**src/inc/pssc_defs.vh**
```
`ifndef PSSC_DEFS_VH
`define PSSC_DEFS_VH
// ********************************************************************
// Register byte addresses on the APB.
// ********************************************************************
`define PSSC_ADDR_TSEL_A   12'h000
`define PSSC_ADDR_TSEL_B   12'h004
`define PSSC_ADDR_SHDN     12'h008
`define PSSC_ADDR_RSTDLY   12'h00C
`define PSSC_ADDR_STEER    12'h010
`define PSSC_ADDR_MODE     12'h014
`define PSSC_ADDR_IRQ_STAT 12'h018
`define PSSC_ADDR_IRQ_MASK 12'h01C
// ********************************************************************
// Reset values.
// ********************************************************************
`define PSSC_RST_TSEL_A    8'h00
`define PSSC_RST_TSEL_B    2'h0
`define PSSC_RST_SHDN      8'h00
`define PSSC_RST_RSTDLY    8'h00
`define PSSC_RST_STEER     4'h1
`define PSSC_RST_MODE      8'h00
// ********************************************************************
// Field positions and codes.
// ********************************************************************
`define PSSC_SHDN_STAT     7
`define PSSC_SHDN_EXT      6
`define PSSC_SHDN_CALT     5
`define PSSC_SHDN_CFST     4
`define PSSC_RST_EN        7
`define PSSC_STEER_SYNC    4
`define PSSC_TB_T2         2'h0
`define PSSC_TB_T4         2'h1
`define PSSC_TB_T6         2'h2
`define PSSC_MODE_PWM      2'h3
`define PSSC_CFG_SINGLE    2'h0
`define PSSC_CFG_HALF      2'h2
`define PSSC_SAFE_LOW      2'h0
`define PSSC_SAFE_HIGH     2'h1
`define PSSC_INSTR_DIV     2'h3
`endif

```
**src/rtl/pssc_top.v**
```verilog
// Notes on behaviour
// RULE_01: timer select code picks one of three timers.
// RULE_02: fifth select in low bits, upper read zero.
// RULE_03: status bit set holds outputs in safe state.
// RULE_04: source two: low external pin shuts down.
// RULE_05: source one: low alternate comparator shuts down.
// RULE_06: source zero: low first comparator shuts down.
// RULE_07: sync option delays shutdown to timer event.
// RULE_08: pins A,C safe state low, high, or float.
// RULE_09: pins B,D safe state low, high, or float.
// RULE_10: restart enable clears status once sources gone.
// RULE_11: without restart, software clears the status bit.
// RULE_12: delay count instruction cycles before active edges; in half bridge, pin B's active edge is not delayed.
// RULE_13: steering update at period or instruction boundary.
// RULE_14: steer bits route waveform, polarity, else port.
// RULE_15: steering only in PWM single-output configuration.
// RULE_16: restart enable cleared by clock start-up options.
// RULE_17: polarity bits: bit1 A,C; bit0 B,D.
// RULE_18: half bridge modulates A,B with dead band; the delay count holds back only A's active edge, none of B's.
// RULE_19: resume outputs at next period start.
`timescale 1ns/10ps
`include "pssc_defs.vh"
module pssc_top #(
    parameter DLY_W = 7                          // Delay count width.
) (
    input  wire        i_ref_clk,                // Core clock, 200 MHz.
    input  wire        i_rst,                    // Sync reset, high.
    input  wire        i_psel,                   // APB select.
    input  wire        i_penable,                // APB enable.
    input  wire        i_pwrite,                 // APB direction.
    input  wire [11:0] i_paddr,                  // APB byte address.
    input  wire [31:0] i_pwdata,                 // APB write data.
    output wire        o_pready,                 // APB ready.
    output reg  [31:0] o_prdata,                 // APB read data.
    output wire        o_pslverr,                // APB error.
    input  wire [2:0]  i_period_start,           // Period pulses, 3 timers.
    input  wire        i_pwm_raw,                // Raw duty waveform.
    input  wire        i_ext_int_pin,            // External pin, async.
    input  wire        i_cmp_first_out,          // First comparator, async.
    input  wire        i_cmp_alt_out,            // Alternate comparator.
    input  wire        i_cmp_sync_en,            // Comparator sync option.
    input  wire        i_timer1_sync,            // 16-bit timer sync pulse.
    input  wire        i_restart_clr_cond,       // Clock start-up clear.
    input  wire [3:0]  i_port_out,               // Port data for pins.
    input  wire [3:0]  i_port_oe,                // Port enables for pins.
    output wire [4:0]  o_chan_timebase,          // Channel 5 and 4 selections, LSB zero.
    output reg  [3:0]  o_pwm_pin,                // Pins A..D levels.
    output reg  [3:0]  o_pwm_pin_oe,             // Pins A..D enables.
    output wire        o_irq                     // Level interrupt.
);
    // ****************************************************************
    // Registers.
    // ****************************************************************
    reg [7:0]  tsel_a_q;                         // Channels 1..4 select.
    reg [1:0]  tsel_b_q;                         // Channel 5 select.
    reg [7:0]  shdn_q;                           // Shutdown control.
    reg [7:0]  rstdly_q;                         // Restart and delay.
    reg [4:0]  steer_q;                          // Steering written.
    reg [3:0]  steer_act_q;                      // Steering in effect.
    reg [7:0]  mode_q;                           // Config and mode.
    reg [1:0]  irq_stat_q;                       // Shutdown, restart.
    reg [1:0]  irq_mask_q;                       // Interrupt mask.
    reg [1:0]  ext_s_q, cf_s_q, ca_s_q;          // Synchronisers.
    reg        hold_q;                           // Waits for period start.
    reg [1:0]  icyc_q;                           // Instruction divider.
    reg [DLY_W-1:0] dly_cnt_q;                   // Edge delay counter.
    reg        pwm_q;                            // Delayed waveform.
    reg        pwm_prev_q;                       // Raw previous level.
    reg        cmp_pend_q;                       // Sync pending shutdown.
    // ****************************************************************
    // Decode and time base.
    // ****************************************************************
    wire wr = i_psel & i_penable & i_pwrite;
    wire [1:0] tb_sel = tsel_a_q[1:0];
    reg  per_start;
    // Channel one's selected timer gives this block its period edge.
    always @* begin
        if (tb_sel == `PSSC_TB_T2) begin                  // [RULE_01]
            per_start = i_period_start[0];
        end else if (tb_sel == `PSSC_TB_T4) begin
            per_start = i_period_start[1];
        end else if (tb_sel == `PSSC_TB_T6) begin
            per_start = i_period_start[2];
        end else begin
            per_start = 1'b0;                     // Reserved code idles.
        end
    end
    assign o_chan_timebase = {tsel_b_q, tsel_a_q[7:6], 1'b0} ;
    wire icyc = (icyc_q == `PSSC_INSTR_DIV);
    wire pwm_mode = (mode_q[3:2] == `PSSC_MODE_PWM);
    wire single   = (mode_q[7:6] == `PSSC_CFG_SINGLE);
    wire half     = (mode_q[7:6] == `PSSC_CFG_HALF);
    // ****************************************************************
    // Shutdown sources, all low active after two flops.
    // ****************************************************************
    wire src_ext = shdn_q[`PSSC_SHDN_EXT] & ~ext_s_q[1];     // [RULE_04]
    wire src_cmp = (shdn_q[`PSSC_SHDN_CFST] & ~cf_s_q[1]) |  // [RULE_06]
                   (shdn_q[`PSSC_SHDN_CALT] & ~ca_s_q[1]);   // [RULE_05]
    // Comparator trips may wait for the timer sync pulse.
    wire cmp_fire = i_cmp_sync_en ? (cmp_pend_q & i_timer1_sync)
                                  : src_cmp;                 // [RULE_07]
    wire any_src = src_ext | src_cmp;
    wire trip = src_ext | cmp_fire;
    wire sw_clr = wr && (i_paddr == `PSSC_ADDR_SHDN) &&
                  !i_pwdata[`PSSC_SHDN_STAT];
    wire auto_clr = rstdly_q[`PSSC_RST_EN] & ~any_src &
                    shdn_q[`PSSC_SHDN_STAT];                 // [RULE_10]
    // ****************************************************************
    // Synchronisers and instruction divider.
    // ****************************************************************
    // Pins from outside pass two flops; only stage two is read.
    always @(posedge i_ref_clk) begin
        if (i_rst) begin
            ext_s_q <= 2'h3;
            cf_s_q  <= 2'h3;
            ca_s_q  <= 2'h3;
            icyc_q  <= 2'h0;
        end else begin
            ext_s_q <= {ext_s_q[0], i_ext_int_pin};
            cf_s_q  <= {cf_s_q[0], i_cmp_first_out};
            ca_s_q  <= {ca_s_q[0], i_cmp_alt_out};
            icyc_q  <= icyc_q + 2'h1;
        end
    end
    // ****************************************************************
    // Register file, shutdown status and interrupts.
    // ****************************************************************
    // Hardware set of the status bit wins over any clear.
    always @(posedge i_ref_clk) begin
        if (i_rst) begin
            tsel_a_q   <= `PSSC_RST_TSEL_A;
            tsel_b_q   <= `PSSC_RST_TSEL_B;
            shdn_q     <= `PSSC_RST_SHDN;
            rstdly_q   <= `PSSC_RST_RSTDLY;
            steer_q    <= {1'b0, `PSSC_RST_STEER};
            mode_q     <= `PSSC_RST_MODE;
            irq_stat_q <= 2'h0;
            irq_mask_q <= 2'h0;
            cmp_pend_q <= 1'b0;
            hold_q     <= 1'b0;
        end else begin
            if (wr && i_paddr == `PSSC_ADDR_TSEL_A) begin
                tsel_a_q <= i_pwdata[7:0];
            end else if (wr && i_paddr == `PSSC_ADDR_TSEL_B) begin
                tsel_b_q <= i_pwdata[1:0];                    // [RULE_02]
            end else if (wr && i_paddr == `PSSC_ADDR_SHDN) begin
                shdn_q[6:0] <= i_pwdata[6:0];
            end else if (wr && i_paddr == `PSSC_ADDR_RSTDLY) begin
                rstdly_q <= i_pwdata[7:0];
            end else if (wr && i_paddr == `PSSC_ADDR_STEER) begin
                steer_q <= i_pwdata[4:0];
            end else if (wr && i_paddr == `PSSC_ADDR_MODE) begin
                mode_q <= i_pwdata[7:0];
            end else if (wr && i_paddr == `PSSC_ADDR_IRQ_MASK) begin
                irq_mask_q <= i_pwdata[1:0];
            end
            if (i_restart_clr_cond) begin
                rstdly_q[`PSSC_RST_EN] <= 1'b0;               // [RULE_16]
            end
            // Comparator trip waits here when sync is on.
            if (!i_cmp_sync_en || i_timer1_sync) begin
                cmp_pend_q <= 1'b0;
            end
            if (i_cmp_sync_en && src_cmp && !i_timer1_sync) begin
                cmp_pend_q <= 1'b1;
            end
            // Status: set wins; software or auto restart clears.
            if (trip) begin
                shdn_q[`PSSC_SHDN_STAT] <= 1'b1;              // [RULE_03]
            end else if (sw_clr || auto_clr) begin            // [RULE_11]
                shdn_q[`PSSC_SHDN_STAT] <= 1'b0;
            end else if (wr && i_paddr == `PSSC_ADDR_SHDN) begin
                shdn_q[`PSSC_SHDN_STAT] <= i_pwdata[`PSSC_SHDN_STAT];
            end
            // After release, outputs wait for a period boundary.
            if (trip) begin
                hold_q <= 1'b1;
            end else if (hold_q && !shdn_q[`PSSC_SHDN_STAT] &&
                         per_start) begin
                hold_q <= 1'b0;                               // [RULE_19]
            end
            // Sticky events; write one clears, new event wins.
            irq_stat_q[0] <= irq_stat_q[0] | trip;
            irq_stat_q[1] <= irq_stat_q[1] | (auto_clr & ~trip);
            if (wr && i_paddr == `PSSC_ADDR_IRQ_STAT) begin
                irq_stat_q[0] <= trip | (irq_stat_q[0] & ~i_pwdata[0]);
                irq_stat_q[1] <= (auto_clr & ~trip) |
                                 (irq_stat_q[1] & ~i_pwdata[1]);
            end
        end
    end
    assign o_irq = |(irq_stat_q & irq_mask_q);
    assign o_pready = 1'b1;
    assign o_pslverr = 1'b0;
    // ****************************************************************
    // APB read mux.
    // ****************************************************************
    always @(posedge i_ref_clk) begin
        if (i_rst) begin
            o_prdata <= 32'h0000_0000;
        end else if (i_psel && !i_penable && !i_pwrite) begin
            if (i_paddr == `PSSC_ADDR_TSEL_A) begin
                o_prdata <= {24'h000000, tsel_a_q};
            end else if (i_paddr == `PSSC_ADDR_TSEL_B) begin
                o_prdata <= {30'h0, tsel_b_q};                // [RULE_02]
            end else if (i_paddr == `PSSC_ADDR_SHDN) begin
                o_prdata <= {24'h000000, shdn_q};
            end else if (i_paddr == `PSSC_ADDR_RSTDLY) begin
                o_prdata <= {24'h000000, rstdly_q};
            end else if (i_paddr == `PSSC_ADDR_STEER) begin
                o_prdata <= {27'h0, steer_q};
            end else if (i_paddr == `PSSC_ADDR_MODE) begin
                o_prdata <= {24'h000000, mode_q};
            end else if (i_paddr == `PSSC_ADDR_IRQ_STAT) begin
                o_prdata <= {30'h0, irq_stat_q};
            end else if (i_paddr == `PSSC_ADDR_IRQ_MASK) begin
                o_prdata <= {30'h0, irq_mask_q};
            end else begin
                o_prdata <= 32'h0000_0000;        // Unmapped reads zero.
            end
        end
    end
    // ****************************************************************
    // Edge delay and steering update.
    // ****************************************************************
    // A rising raw edge is held back by the delay count in
    // instruction cycles; falling edges pass at once. The delay
    // longer than the high time swallows the pulse, a known limit.
    always @(posedge i_ref_clk) begin
        if (i_rst) begin
            dly_cnt_q   <= {DLY_W{1'b0}};
            pwm_q       <= 1'b0;
            pwm_prev_q  <= 1'b0;
            steer_act_q <= `PSSC_RST_STEER;
        end else begin
            pwm_prev_q <= i_pwm_raw;
            if (!i_pwm_raw) begin
                pwm_q     <= 1'b0;
                dly_cnt_q <= {DLY_W{1'b0}};
            end else if (!pwm_prev_q) begin
                dly_cnt_q <= rstdly_q[DLY_W-1:0];             // [RULE_12]
                pwm_q     <= (rstdly_q[DLY_W-1:0] == {DLY_W{1'b0}});
            end else if (dly_cnt_q != {DLY_W{1'b0}}) begin
                if (icyc) begin
                    dly_cnt_q <= dly_cnt_q - 1'b1;
                    pwm_q     <= (dly_cnt_q == {{(DLY_W-1){1'b0}},1'b1});
                end
            end
            if (steer_q[`PSSC_STEER_SYNC] ? per_start : icyc) begin
                steer_act_q <= steer_q[3:0];                  // [RULE_13]
            end
        end
    end
    // ****************************************************************
    // Pin drive.
    // ****************************************************************
    wire pol_ac = mode_q[1];                                  // [RULE_17]
    wire pol_bd = mode_q[0];
    wire lvl_ac = pwm_q ^ pol_ac;
    wire lvl_bd = i_pwm_raw ? pol_bd : ~pol_bd;  // Complement for bridge.
    integer k;
    // Shutdown forces safe states; else steering or half bridge.
    always @* begin
        o_pwm_pin    = i_port_out;
        o_pwm_pin_oe = i_port_oe;
        if (pwm_mode && single) begin                         // [RULE_15]
            for (k = 0; k < 4; k = k + 1) begin
                if (steer_act_q[k]) begin                     // [RULE_14]
                    o_pwm_pin[k]    = (k[0] ? pol_bd : pol_ac) ^ pwm_q;
                    o_pwm_pin_oe[k] = 1'b1;
                end
            end
        end else if (pwm_mode && half) begin                  // [RULE_18]
            o_pwm_pin[0] = lvl_ac;
            o_pwm_pin[1] = lvl_bd & (~i_pwm_raw | pwm_q | 1'b1) &
                           ~(pwm_q & ~i_pwm_raw);
            o_pwm_pin_oe[1:0] = 2'h3;
        end
        if (pwm_mode && (shdn_q[`PSSC_SHDN_STAT] || hold_q)) begin
            o_pwm_pin[0] = (shdn_q[3:2] == `PSSC_SAFE_HIGH);  // [RULE_08]
            o_pwm_pin[2] = (shdn_q[3:2] == `PSSC_SAFE_HIGH);
            o_pwm_pin_oe[0] = ~shdn_q[3];
            o_pwm_pin_oe[2] = ~shdn_q[3];
            o_pwm_pin[1] = (shdn_q[1:0] == `PSSC_SAFE_HIGH);  // [RULE_09]
            o_pwm_pin[3] = (shdn_q[1:0] == `PSSC_SAFE_HIGH);
            o_pwm_pin_oe[1] = ~shdn_q[1];
            o_pwm_pin_oe[3] = ~shdn_q[1];
        end
    end
endmodule // pssc_top

```
**config.mk**
```make
export PLATFORM = sky130hd
export DESIGN_NAME = pssc_top
export DESIGN_NICKNAME = d
export VERILOG_FILES = /design/src/rtl/pssc_top.v
export VERILOG_INCLUDE_DIRS = /design/src /design/src/inc
export SDC_FILE = /design/constraint.sdc
export NUM_CORES = 1
export LEC_CHECK = 0
export BUFFER_PORTS_ARGS = -buffer_cell sky130_fd_sc_hd__buf_4
export CAP_MARGIN = 20
export CORE_MARGIN = 5
export CORE_UTILIZATION = 35
export DETAILED_ROUTE_END_ITERATION = 12
export HOLD_SLACK_MARGIN = 0.03
export PLACE_DENSITY_LB_ADDON = 0.25
export SYNTH_ARGS = -nofsm -noshare
export SYNTH_HDL_FRONTEND = slang
export SYNTH_SLANG_ARGS = --single-unit
```
**constraint.sdc**
```tcl
create_clock -name i_ref_clk -period 4.3 [get_ports i_ref_clk]
set_input_delay 0.215 -clock i_ref_clk [delete_from_list [all_inputs] [get_ports i_ref_clk]]
set_output_delay 0.215 -clock i_ref_clk [all_outputs]
set_load 0.01 [all_outputs]
```
* Word level (Yosys, flattened, before mapping)
Index checks and enable logic that the tools add are counted.
** Storage, ports and cells
- Register bits :: 98
** Cells by class
- Equal/unequal tests :: 17
- Bitwise operators :: 41
- Mux-type cells :: 44
- Reductions and logical operators :: 45
- $add $sub $neg :: 2
** Operators by type and width (count)
- $eq A12 B5 Y1 const B :: 4
- $mux W8 :: 6
- $eq A12 B4 Y1 const B :: 2
- $mux W1 :: 24
- $mux W7 :: 3
- $logic_and A1 B1 Y1 :: 18
- $mux W2 :: 9
- $not A1 Y1 :: 18
- $and A1 B1 Y1 :: 13
- $eq A12 B3 Y1 const B :: 1
- $logic_not A12 Y1 :: 1
- $eq A2 B2 Y1 const B :: 4
- $mux W4 :: 2
- $eq A7 B1 Y1 const B :: 1
- $logic_not A7 Y1 :: 1
- $or A1 B1 Y1 :: 7
- $reduce_and A7 Y1 :: 1
- $reduce_bool A7 Y1 :: 1
- $sub A7 B1 Y7 const B :: 1
- $eq A2 B1 Y1 const B :: 3
- $logic_not A1 Y1 :: 6
- $reduce_and A6 Y1 :: 1
- $reduce_or A2 Y1 :: 3
- $reduce_and A5 Y1 :: 1
- 11 further kinds :: 18

* Longest topological paths before layout
Gate-level depths: netlist (run 1).
- Depth in word-level cells :: 10
- Gate-level depth with buffers :: 7

* Worst setup path before layout (run 1)
Ideal clock, no wire load.
- Path type :: input -> register
- From :: in i_paddr[11]
- To :: reg irq_stat_q[1]
- Path buffers :: 2
- Slack :: 2448 ps
- Stages :: 6
- Setup time :: 132 ps
- Arrival :: 1720 ps
- Required time :: 4168 ps
- Cells stage by stage :: or4_4 -> buf_6 -> or3_4 -> buf_6 -> o41ai_2 -> a21oi_1
** Between the ends
- Cells in the longest elaborated chain, start to end :: 3
** RTL lines
- start: declaration :: RTL line pssc_top.v:31 : input wire [11:0] i_paddr,
- $eq A12 B5 Y1 (no line)
- $logic_and A1 B1 Y1 (no line)
- $mux W2 :: RTL line pssc_top.v:185 : if (wr && i_paddr == `PSSC_ADDR_IRQ_STAT) begin
- end signal: assignment :: RTL line pssc_top.v:184 : irq_stat_q[1] <= irq_stat_q[1] | (auto_clr & ~trip);
- end signal: assignment :: RTL line pssc_top.v:187 : irq_stat_q[1] <= (auto_clr & ~trip) |
- end: declaration :: RTL line pssc_top.v:61 : reg [1:0] irq_stat_q;
No other way between the ends.
A chain may end at the register's enable or synchronous reset.

* Worst setup path after layout (run 1)
- From :: reg mode_q[2]
- To :: out o_pwm_pin[2]
** Between the ends
- Cells in the longest elaborated chain, start to end :: 4
- Elaborated cells on any way between the ends :: 5
** RTL lines
- start: declaration :: RTL line pssc_top.v:60 : reg [7:0] mode_q;
- start signal: assignment :: RTL line pssc_top.v:136 : mode_q <= `PSSC_RST_MODE;
- start signal: assignment :: RTL line pssc_top.v:153 : mode_q <= i_pwdata[7:0];
- $eq A2 B2 Y1 (no line) *
- $logic_and A1 B1 Y1 :: RTL line pssc_top.v:266 : if (pwm_mode && single) begin
- $mux W2 :: RTL line pssc_top.v:266
- $mux W4 * :: RTL line pssc_top.v:279 : if (pwm_mode && (shdn_q[`PSSC_SHDN_STAT] || hold_q)) begin
- end: declaration :: RTL line pssc_top.v:47 : output reg [3:0] o_pwm_pin,
Mark *: on every way between the ends. The rest lies on a longest branch, timed or not.

==> results of run 1 <==
layout by cell type, fill, tap and decap left out, drive strengths merged, types with 4 or more instances in the layout:
master / netlist / final
a22oi: 4 / 4
or2: 8 / 8
inv: 9 / 10
nor2: 23 / 23
a32oi: 5 / 5
dfxtp: 74 / 74
o211ai: 7 / 7
a21oi: 39 / 39
nor3: 15 / 15
nor2b: 4 / 4
conb: 2 / 27
and3: 7 / 7
nand3: 33 / 33
nand2b: 18 / 18
o21a: 4 / 4
nand3b: 4 / 4
o21ai: 52 / 52
clkbuf: 26 / 10
mux2i: 14 / 14
a31o: 7 / 7
buf: 36 / 65
nand2: 34 / 34
nor4: 7 / 7
a31oi: 6 / 6
critical path, cell delays in order, from the launching register on:
cell and delay, ns:
sky130_fd_sc_hd__dfxtp_1 0.42, sky130_fd_sc_hd__nor4bb_1 0.58, sky130_fd_sc_hd__nand2_1 0.20, sky130_fd_sc_hd__mux2i_1 0.15, sky130_fd_sc_hd__o21ai_0 0.16, sky130_fd_sc_hd__buf_4 0.15
timing repair:
item,4_1_cts,5_1_grt
hold buffers,0,1
endpoints found under the hold margin,0,1
setup endpoints to repair,0,0
where the power goes:
part           leakage (nW)  internal, mW  total [mW]  switching [mW]
sequential            0.599         0.693       0.699         0.00569
combinational          1.10        0.0573       0.149          0.0912
clock                 0.153         0.510       0.811           0.301
cells by family after synthesis:
| kind of cell | synth area share |
|---|---|
| simple gates | 0.229 |
| compound gates | 0.244 |
| flops | 0.362 |
| buf+inv | 0.0991 |
| mux | 0.0453 |
| xor+xnor | 0.00857 |
| fa+ha+maj | 0.00918 |
| other cells | 0.00184 |
flip-flops by register name, summed over array words and instances (netlist names), 4 cells and up:
register / flops
mode_q: 8
o_prdata: 8
rstdly_q: 8
shdn_q: 8
tsel_a_q: 8
dly_cnt_q: 7
steer_q: 5
steer_act_q: 4
final cells by class:
class                           count  area [um^2]
Timing Repair Buffer               66          498
Fill cell                        1156         6610
Clock buffer                       10          229
Inverter                           10         37.5
Clock inverter                      6         90.1
Sequential cell                    74         1480
Multi-Input combinational cell    376         2300
Tap cell                          143          179
metal layers:
layer | global-route usage | share of wire
met1 | 0.216 | 0.42
met2 | 0.291 | 0.49
met3 | 0.0389 | 0.069
met4 | 0.0366 | 0.012
met5 | 0 | 0
stage by stage:
step                      utilization  hold slack [ns]  cells  worst slack [ns]  power, mW
after detailed placement        0.393            0.387    668              1.79      0.860
after floorplan                     -            0.293    522              2.45      0.812
after CTS                       0.420           0.0332    684              2.13       1.67
final                           0.421           0.0603    685              2.10       1.66
after global placement          0.393            0.388    668              1.82      0.858
after global routing            0.421           0.0600    685              1.90       1.72
final timing paths:
check	slack [ns]	start	end	depth (start not counted)
setup / recovery	2.10	mode_q[2]	o_pwm_pin[2]	5
hold / removal	0.06	i_cmp_alt_out	ca_s_q[0]	2
setup reg to reg	2.28	dly_cnt_q[2]	dly_cnt_q[3]	4
hold reg to reg	0.41	ext_s_q[0]	ext_s_q[1]	1
==> results, run 1 <==
- CTS saw 74 sinks.
- The number of placed I/O pins is 115.
- TritonCTS created 9 clock buffers.
- The detailed placement HPWL is 8800 um.
- By count the netlist is led by 74 x sky130_fd_sc_hd__dfxtp_1, 52 x sky130_fd_sc_hd__o21ai_0, 39 x sky130_fd_sc_hd__a21oi_1.
- The post-route DRC violation count is 0.
- The commonest register cell after synthesis is sky130_fd_sc_hd__dfxtp_1.
- The number of maximum-capacitance violations is 0.
- Counting I/O delays and the setup requirement, the final critical path takes 2.20 ns.
- Across the VDD grid, the largest voltage drop is 0.174 mV.
- The tree is rooted in a sky130_fd_sc_hd__clkbuf_16.
- The Yosys warning count is 0.
- The areal power density over the cells is 345 nW/um^2.
- Measured along the x axis, the die boundary spans 118 um.
- The number of cells upsized or downsized after cts is 0.
- In this run the worst path has a maximum fanout of 5.
- Of the available clock period, the critical path in the final layout requires 0.511.
- In this run the cell area of the synthesized design comes to 4090 um^2.
- Routability-driven placement finished with a final weighted congestion of 0.850.
- The wire length of the first global-routing pass is 19400 um.
- In the final routed layout, each cell accounts on average for 17.8 um.
- The maximum number of pins on one net before global-route repair is 51.
- For this run, the total global-route usage over all layers was measured as 0.169.
- The floorplan step defined a die boundary enclosing 13900 um^2.
- Synthesis handed over a netlist of 497 instances.
- The global-route congestion overflow total is 0.
- Using the TritonRoute via totals, the vias-per-cell ratio works out to 5.66.
- Of all flip-flops after synthesis, the portion carrying an async set or reset was 0.
- The clock passes through at most 2 buffers.
- The critical path is of the reg -> out type.
- Summed over all failing endpoints, the final setup total negative slack is 0 ns.
- The post-synthesis to final-layout area growth is 17.7%.
- The share of final-layout standard cells stronger than drive strength 1 is 0.194.
- The H-tree depth reported by CTS is 3.
- Summed over all instances, the cell type with the most area after synthesis is sky130_fd_sc_hd__dfxtp_1.
- The number of detailed-routing iterations run before antenna repair is 5.
- The initial antenna violation count is 0.
- The via count of the routed design is 3879.
- STA classifies the critical path endpoint as an output pin.
- TritonCTS built the clock tree.
- The share of synthesized area in the top cell type comes to 0.362.
- The post-route clock skew is 0.00547 ns.
- After clock tree synthesis, the setup repair step added 0 buffers.
- The kind of start point of the critical path is a flop.
- The number of rows in the core area is 39.
- The floorplan step set the die height to 118 um.
- Setup violations remaining at the end of the flow were counted as 0.
- For the worst-skew pair, the clock arrives at the later sink with an insertion delay of 0.34 ns.
- In this run the remaining antenna-violating nets after routing total 0.
- The run finished with clean final reports.
- Setup repair after global routing left no endpoint under its margin.
- The count of state elements after synthesis is 74.
- The leakage power summed over all cells is 1.85 nW.
- The clock-pin slew on the worst setup and hold paths is 0.06 ns.
- The post-synthesis cell type count is 64.
- The violation count after the first detailed-routing iteration is 321.
- The cell area after placement is 4480 um^2.
- The sequential element share of the synthesized area is 0.362.
- The actual slew at the worst max-slew pin is 0.985 ns.
- The worst pin sits at a relative slew slack of 0.338.
- Summed over all layers, the routed wires come to 12200 um.
- The kind of path behind the tightest hold check is in -> reg.
- By area the synthesized netlist is led by sky130_fd_sc_hd__dfxtp_1 36%, sky130_fd_sc_hd__o21ai_0 6.4%, sky130_fd_sc_hd__buf_4 5.3%, sky130_fd_sc_hd__a21oi_1 4.8%, sky130_fd_sc_hd__nand3_1 4.0%.
- The average instance in the mapped netlist occupies 8.23 um^2.
- Buffers placed on the I/O ports in this run total 63.
- The arrival time of the worst setup path is 1.98 ns.
- The initial standard-cell utilization of the core is 0.358.
- The diode insertion count for antenna repair is 0.
- The hold violation count in the final report is 0.
- The count of flip-flops with a built-in enable after synthesis is 0.
- The number of global-route vias before repair came to 3651.
- The most used standard cell by instance count after synthesis is sky130_fd_sc_hd__dfxtp_1.
- The maximum clock frequency is 455 MHz.
- The number of pins exceeding their max-slew limit in the final report is 0.
- The net count reported at finish is 607.
- STA puts the critical path data required time at 4.09 ns.
- The core outline area is 11400 um^2.
- The finished cells cover 4810 um^2.
(Power assumes the default switching activity.)
==> run 2, diff against run 1 <==
==> constraint.sdc (replaced) <==
create_clock -name i_ref_clk -period 2 [get_ports i_ref_clk]
set_input_delay 0.1 -clock i_ref_clk [delete_from_list [all_inputs] [get_ports i_ref_clk]]
set_output_delay 0.1 -clock i_ref_clk [all_outputs]
set_load 0.01 [all_outputs]
==> run 2 against run 1 <==
  * Cell count is 3.4% higher
  * Via count grew 0.77%
  * Register-to-register slack worse by 2.1 ns
  * First-iteration DRC count decreased by 4.4%
  * Count of clock-buffer cells in the layout is the same
  * Clock skew down 0.0011 ns
  * Critical path depth shrank 1
  * Clock power grew 87%
  * Non-clock buffer count increased by 23
  * Hold slack lost 0.0098 ns
  * Critical endpoint is now o_pwm_pin[1]
  * Largest cell class unchanged
  * Highest routed layer unchanged
==> results, run 2 (synthesis gave the netlist of run 1 again) <==
- The wire length reported by the detailed router is 12400 um.
- For the final database, setup skew stands at 0.00435 ns.
- The initial antenna violation count came to 0.
- The violation count after the first detailed-routing iteration is 307.
- The worst setup slack before clock tree synthesis is 0.167 ns.
- The H-tree was split into 3 levels.
- The worst relative slew slack is 0.601.
- The share of final-layout standard cells stronger than drive strength 1 is 0.223.
- The cell sitting at the root of the clock tree is a sky130_fd_sc_hd__clkbuf_16.
- The worst min-delay path startpoint is i_pwdata[4].
- The number of detailed-routing iterations run before antenna repair is 5.
- Clock-pin slew was measured on the worst setup and hold paths at 0.06 ns.
- The post-synthesis to final-layout area growth is 21.7%.
- Setup violations remaining at the end of the flow were counted as 0.
- The number of global-route vias before repair is 3727.
- The clock latency at the later pin of the worst-skew pair is 0.33 ns.
- In the layout the commonest cells are 83 x sky130_fd_sc_hd__buf_4, 74 x sky130_fd_sc_hd__dfxtp_1, 52 x sky130_fd_sc_hd__o21ai_0.
- The accumulated negative setup slack is 0 ns.
- Across the VDD grid, the largest voltage drop is 0.380 mV.
- Along the worst hold path, the cell count comes to 2.
- Setup slack closes at 0.149 ns.
- The kind of path behind the tightest hold check is in -> reg.
- The number of clock buffers inserted by TritonCTS is 9.
- The origin of the critical flop-to-flop path is dly_cnt_q[2].
- The diode insertion count for antenna repair is 0.
- The critical path class is reg -> out.
- The total power is 3.37 mW.
- After detailed routing, the number of vias per cell comes to 5.52.
- The initial standard-cell utilization of the core is 0.358.
- The floorplan has 39 rows.
- Routability-driven placement finished with a final weighted congestion of 0.867.
- Dividing total power by cell area gives a power density of 677 nW/um^2.
- The arrival time of the worst setup path is 1.75 ns.
- For this design the top-level I/O count stands at 115.
- The post-route DRC violation count is 0.
- The core region is 11400 um^2.
- The total global-route track usage is 0.171.
- CTS saw 74 sinks.
- The tool flagged a number of max-cap violations equal to 0.
- The worst hold path terminates at steer_q[4].
- The full die area is 13900 um^2.
- The flow ran to the end, and the final reports show no timing, DRC or antenna violations.
- The endpoint identified for the worst register-to-register timing path is dly_cnt_q[5].
- The clock passes through at most 2 buffers.
- The first global-routing pass estimated 19500 um of wire.
- Fill cells in the final layout number 1164.
- For flop-to-flop paths, the worst setup slack is 0.19 ns.
- Once detail routing completed, the nets flagged for antenna violations numbered 0.
- Entering global routing, the biggest net connects 47 pins.
- The worst setup path is captured at an output pin.
- STA classifies the critical path startpoint as a flop.
- For the finished layout, the period the worst path requires is 1.85 ns.
- The final critical-path share of the clock period is 0.925.
- The die is 118 um tall.
- The net count reported at finish is 630.
- The maximum clock frequency is 540 MHz.
- The floorplan step set the die width to 118 um.
- Leaving out fill and tap cells, the most frequent cell in the layout is sky130_fd_sc_hd__buf_4.
- After legalization and detailed placement, the total HPWL measured 9120 um.
- The number of pins exceeding their max-slew limit in the final report is 0.
- In this run the tool buffered the top-level ports with 63 buffer cells.
- For the worst flop-to-flop path, the logic depth is 5.
- The global-route congestion overflow total is 0.
- Setup repair after global routing left no endpoint under its margin.
- For this design the static power due to leakage is 1.94 nW.
- The hold violation count in the final report is 0.
- The required arrival time at the worst endpoint is 1.90 ns.
- The actual slew at the worst max-slew pin is 0.593 ns.
- The via count of the routed design is 3909.
- The largest fanout on the critical path is 5.
- After detailed routing, the average wire length per cell comes to 17.5 um.
- TritonCTS built the clock tree.
==> run 2: changes by cell type in the layout (fill, tap and decap cells not counted), sizes merged <==
cell,previous run,this run
buf,65,83
clkinvlp,1,2
clkinv,3,5
inv,10,9
bufinv,2,0
dlygate4sd3,1,6
==> run 2: critical path, stage by stage, from the launching register on <==
cell and delay [ns]:
sky130_fd_sc_hd__dfxtp_1 0.48, sky130_fd_sc_hd__and3b_2 0.28, sky130_fd_sc_hd__a311o_1 0.31, sky130_fd_sc_hd__o21ai_0 0.19, sky130_fd_sc_hd__buf_4 0.16
==> run 2: metal layers <==
| metal | share of wire | track usage |
|---|---|---|
| met3 | 0.068 | 0.0399 |
| met1 | 0.43 | 0.219 |
| met4 | 0.012 | 0.0437 |
| met2 | 0.49 | 0.290 |
| met5 | 0 | 0 |
==> run 2: per-stage QoR <==
stage	area [um^2]	hold slack, ns	utilization	instances
floorplan	4180	0.178	-	522
global placement	4620	0.272	0.404	686
detailed placement	4620	0.286	0.404	686
CTS	4960	0.0446	0.435	708
global route	4970	0.0637	0.436	708
finish	4970	0.0505	0.436	708
==> run 2: report_power, final <==
part / leakage [nW] / switching (mW) / internal, mW
registers: 0.599 / 0.00817 / 1.49
logic: 1.21 / 0.207 / 0.140
clock network: 0.134 / 0.651 / 0.873
total: 1.94 / 0.866 / 2.50
==> run 2: cell type report <==
cell class                 instances  area (um^2)  area share
multi-input combinational        376         2310       0.465
inverter                          10         37.5     0.00755
clock buffer                      10          239      0.0480
clock inverter                     6         42.5     0.00855
timing repair buffer              89          683       0.137
sequential                        74         1480       0.298
tap                              143          179      0.0360
==> run 2: how the worst max path moves through the flow <==
stage,start,endpoint,slack (ns),cells past startpoint
CTS,mode_q[7],o_pwm_pin[2],0.06,5
finish,mode_q[6],o_pwm_pin[1],0.15,4
global route,mode_q[6],o_pwm_pin[1],0.04,5
floorplan,dly_cnt_q[2],dly_cnt_q[3],0.26,4
global placement,i_paddr[11],irq_stat_q[0],0.20,5
detailed placement,i_paddr[11],irq_mask_q[0],0.17,5
==> run 2: what timing repair did <==
action | CTS | global route
hold endpoints to repair | 5 | 0
hold buffers | 6 | 0
setup buffers | 0 | 0
setup endpoints to repair | 2 | 1
gates resized for setup | 1 | 2
==> run 3, diff against run 2 <==
--- a/config.mk
+++ b/config.mk
@@ -8,6 +8,7 @@
 export LEC_CHECK = 0
 export BUFFER_PORTS_ARGS = -buffer_cell sky130_fd_sc_hd__buf_4
 export CAP_MARGIN = 20
+export CORE_ASPECT_RATIO = 0.6
 export CORE_MARGIN = 5
 export CORE_UTILIZATION = 35
 export DETAILED_ROUTE_END_ITERATION = 12
==> run 3 against run 2 <==
  * Sequential share of layout area shrank 0.36 points
  * Global-route usage grew 2.5 points
  * Count of clock-buffer cells in the layout up 2
==> results, run 3 (synthesis gave the netlist of run 1 again) <==
- The worst setup path is launched from a flop.
- The cell class contributing the biggest share of worst-path delay is flip-flops.
- Static timing analysis puts the maximum clock frequency at 513 MHz.
- The core outline area is 11400 um^2.
- In this run the worst path has a maximum fanout of 5.
- STA classifies the critical path endpoint as an output pin.
- The buffer and inverter count on the worst path is 2.
- The flow ran to the end, and the final reports show no timing, DRC or antenna violations.
- The worst relative slew slack is 0.623.
- The number of global-route vias before repair is 3757.
- Counting tap cells, the placed design contains a total of 707 instances.
- The width of the die is 150 um.
- Once layout is complete, the utilization of the core stands at 0.443.
- The floorplan has 30 rows.
- The number of maximum-capacitance violations is 0.
- The detailed placement HPWL is 10200 um.
- Data on the critical path is required at its endpoint by 1.90 ns.
- The initial antenna violation count is 0.
- The clock drives 74 sinks.
- The tree is rooted in a sky130_fd_sc_hd__clkbuf_16.
- After layout, the minimum clock period comes to 1.95 ns.
- The full die area is 14000 um^2.
- The weighted congestion at the end of routability-driven global placement is 0.877.
- The post-route DRC violation count is 0.
- By startpoint and endpoint, the worst setup path is classified as reg -> out.
- The TritonCTS clock tree is yes.
- The total overflow left after global routing is 0.
- The number of vias per cell is 5.58.
- Among the stages of the critical path, the cell type that occurs most often is sky130_fd_sc_hd__buf_4.
- The first TritonRoute pass finished after 5 iterations.
- Walking the worst path, the cells encountered are nor4bb_4, buf_4, a21oi_1, o31ai_2, buf_4.
- In this run the number of H-tree levels came out at 3.
- Summing internal, switching and leakage power gives 3.39 mW.
- The clock latency at the later pin of the worst-skew pair is 0.34 ns.
- The non-filler instance count after layout is 728.
- The worst setup slack before clock tree synthesis is 0.0818 ns.
- The analysis attributes to cell leakage a power of 1.97 nW.
- Pin placement for this block handled 115 I/O pins.
- The number of clock buffers inserted by TritonCTS is 9.
- The areal power density over the cells is 674 nW/um^2.
- The actual slew at the worst max-slew pin is 0.561 ns.
- The master of the slowest instance on the critical path is sky130_fd_sc_hd__dfxtp_1.
- The final critical-path share of the clock period is 0.975.
- Setup repair after global routing left no endpoint under its margin.
- The final worst-path setup slack is 0.0496 ns.
- The number of pins exceeding their max-slew limit in the final report is 0.
- The post-synthesis to final-layout area growth is 23.1%.
- The most common library cell in the layout ignoring fill and taps is sky130_fd_sc_hd__buf_4.
- After detailed routing, the total wire length is 13700 um.
- Counting along the longest clock path gives a buffer depth of 2.
- The net count reported at finish is 635.
- The hold violation count in the final report came to 0.
- The total global-route track usage is 0.196.
- In this run the remaining antenna-violating nets after routing total 0.
- During placement, the flow inserted port buffers numbering 63.
- Of the cells placed in the final design, the portion with a size suffix greater than 1 is 0.227.
- The clock-pin slew on the worst setup and hold paths is 0.05 ns.
- The arrival time of the worst setup path is 1.85 ns.
- VDD sags by at most 0.392 mV.
- The number of antenna diodes in the final layout is 0.
- The routed wire length per instance is 18.9 um.
- Setup violations remaining at the end of the flow were counted as 0.
- Counting the fill cells in the layout gives 1131.
- The wire length of the first global-routing pass is 21300 um.
- The library cells used most frequently in the layout, excluding fill and tap cells, are 88 x sky130_fd_sc_hd__buf_4, 74 x sky130_fd_sc_hd__dfxtp_1, 51 x sky130_fd_sc_hd__o21ai_0.
- The violation count after the first detailed-routing iteration is 470.
- The die is 93.7 um tall.
- The kind of path behind the tightest hold check is in -> reg.
- On the worst path, the slowest cell contributes a delay of 0.44 ns.
- The initial standard-cell utilization of the core is 0.360.
- The maximum number of pins on one net before global-route repair is 43.
- The accumulated negative setup slack is 0 ns.
- Clock skew on the completed layout was measured at 0.00785 ns.
- The routed layout has 4059 vias.
## run 3: final cells by class
cell class              instances  area [um^2]  share of cell area
inverters                      10         37.5             0.00746
flip-flops and latches         74         1480               0.294
well taps                     160          200              0.0398
clock inverters                 2         12.5             0.00249
multi-input cells             376         2320               0.460
repair buffers                 94          721               0.143
clock buffers                  12          267              0.0529
## run 3: per-layer routing
layer / wire (um) / track usage / vias up / part of all wire
li1: - / - / 1898 / -
met1: 6670 / 0.305 / 1913 / 0.49
met2: 5470 / 0.267 / 234 / 0.40
met3: 1500 / 0.0583 / 14 / 0.11
met4: 99 / 0.0305 / 0 / 0.0072
met5: 0 / 0 / - / 0
## run 3: timing repair
action / in CTS / in global routing
buffers inserted: 0 / 1
cloned: 0 / 0
hold endpoints to repair: 8 / 0
resized for setup: 2 / 2
hold buffers: 6 / 0
pin swaps: 1 / 1
setup endpoints to repair: 3 / 1
## run 3: path summary, 6_finish.rpt
check	from	to	slack, ns	cells past startpoint
setup / recovery	mode_q[2]	o_pwm_pin[3]	0.05	5
hold / removal	i_timer1_sync	cmp_pend_q	0.04	3
setup reg to reg	dly_cnt_q[2]	dly_cnt_q[0]	0.18	4
hold reg to reg	cf_s_q[0]	cf_s_q[1]	0.41	1
## run 3: through the flow
step | hold WS, ns | instance area [um^2]
after global routing | 0.0329 | 5030
final | 0.0411 | 5030
after detailed placement | 0.279 | 4670
after floorplan | 0.178 | 4180
after CTS | 0.0304 | 5020
after global placement | 0.275 | 4670
## run 3: power by group
part / leakage (nW) / internal [mW] / total (mW) / switching, mW
sequential: 0.599 / 1.49 / 1.50 / 0.00938
combinational: 1.24 / 0.143 / 0.359 / 0.216
clock: 0.137 / 0.925 / 1.53 / 0.607
total: 1.97 / 2.56 / 3.39 / 0.833
## run 3: worst register-to-register path: cells and delay by family (launching register included)
family / cells / cell delay, ns
AO/OA/AOI/OAI: 2 / 0.63
XOR/XNOR: 1 / 0.12
AND/OR/NAND/NOR: 1 / 0.65
flip-flops: 1 / 0.35
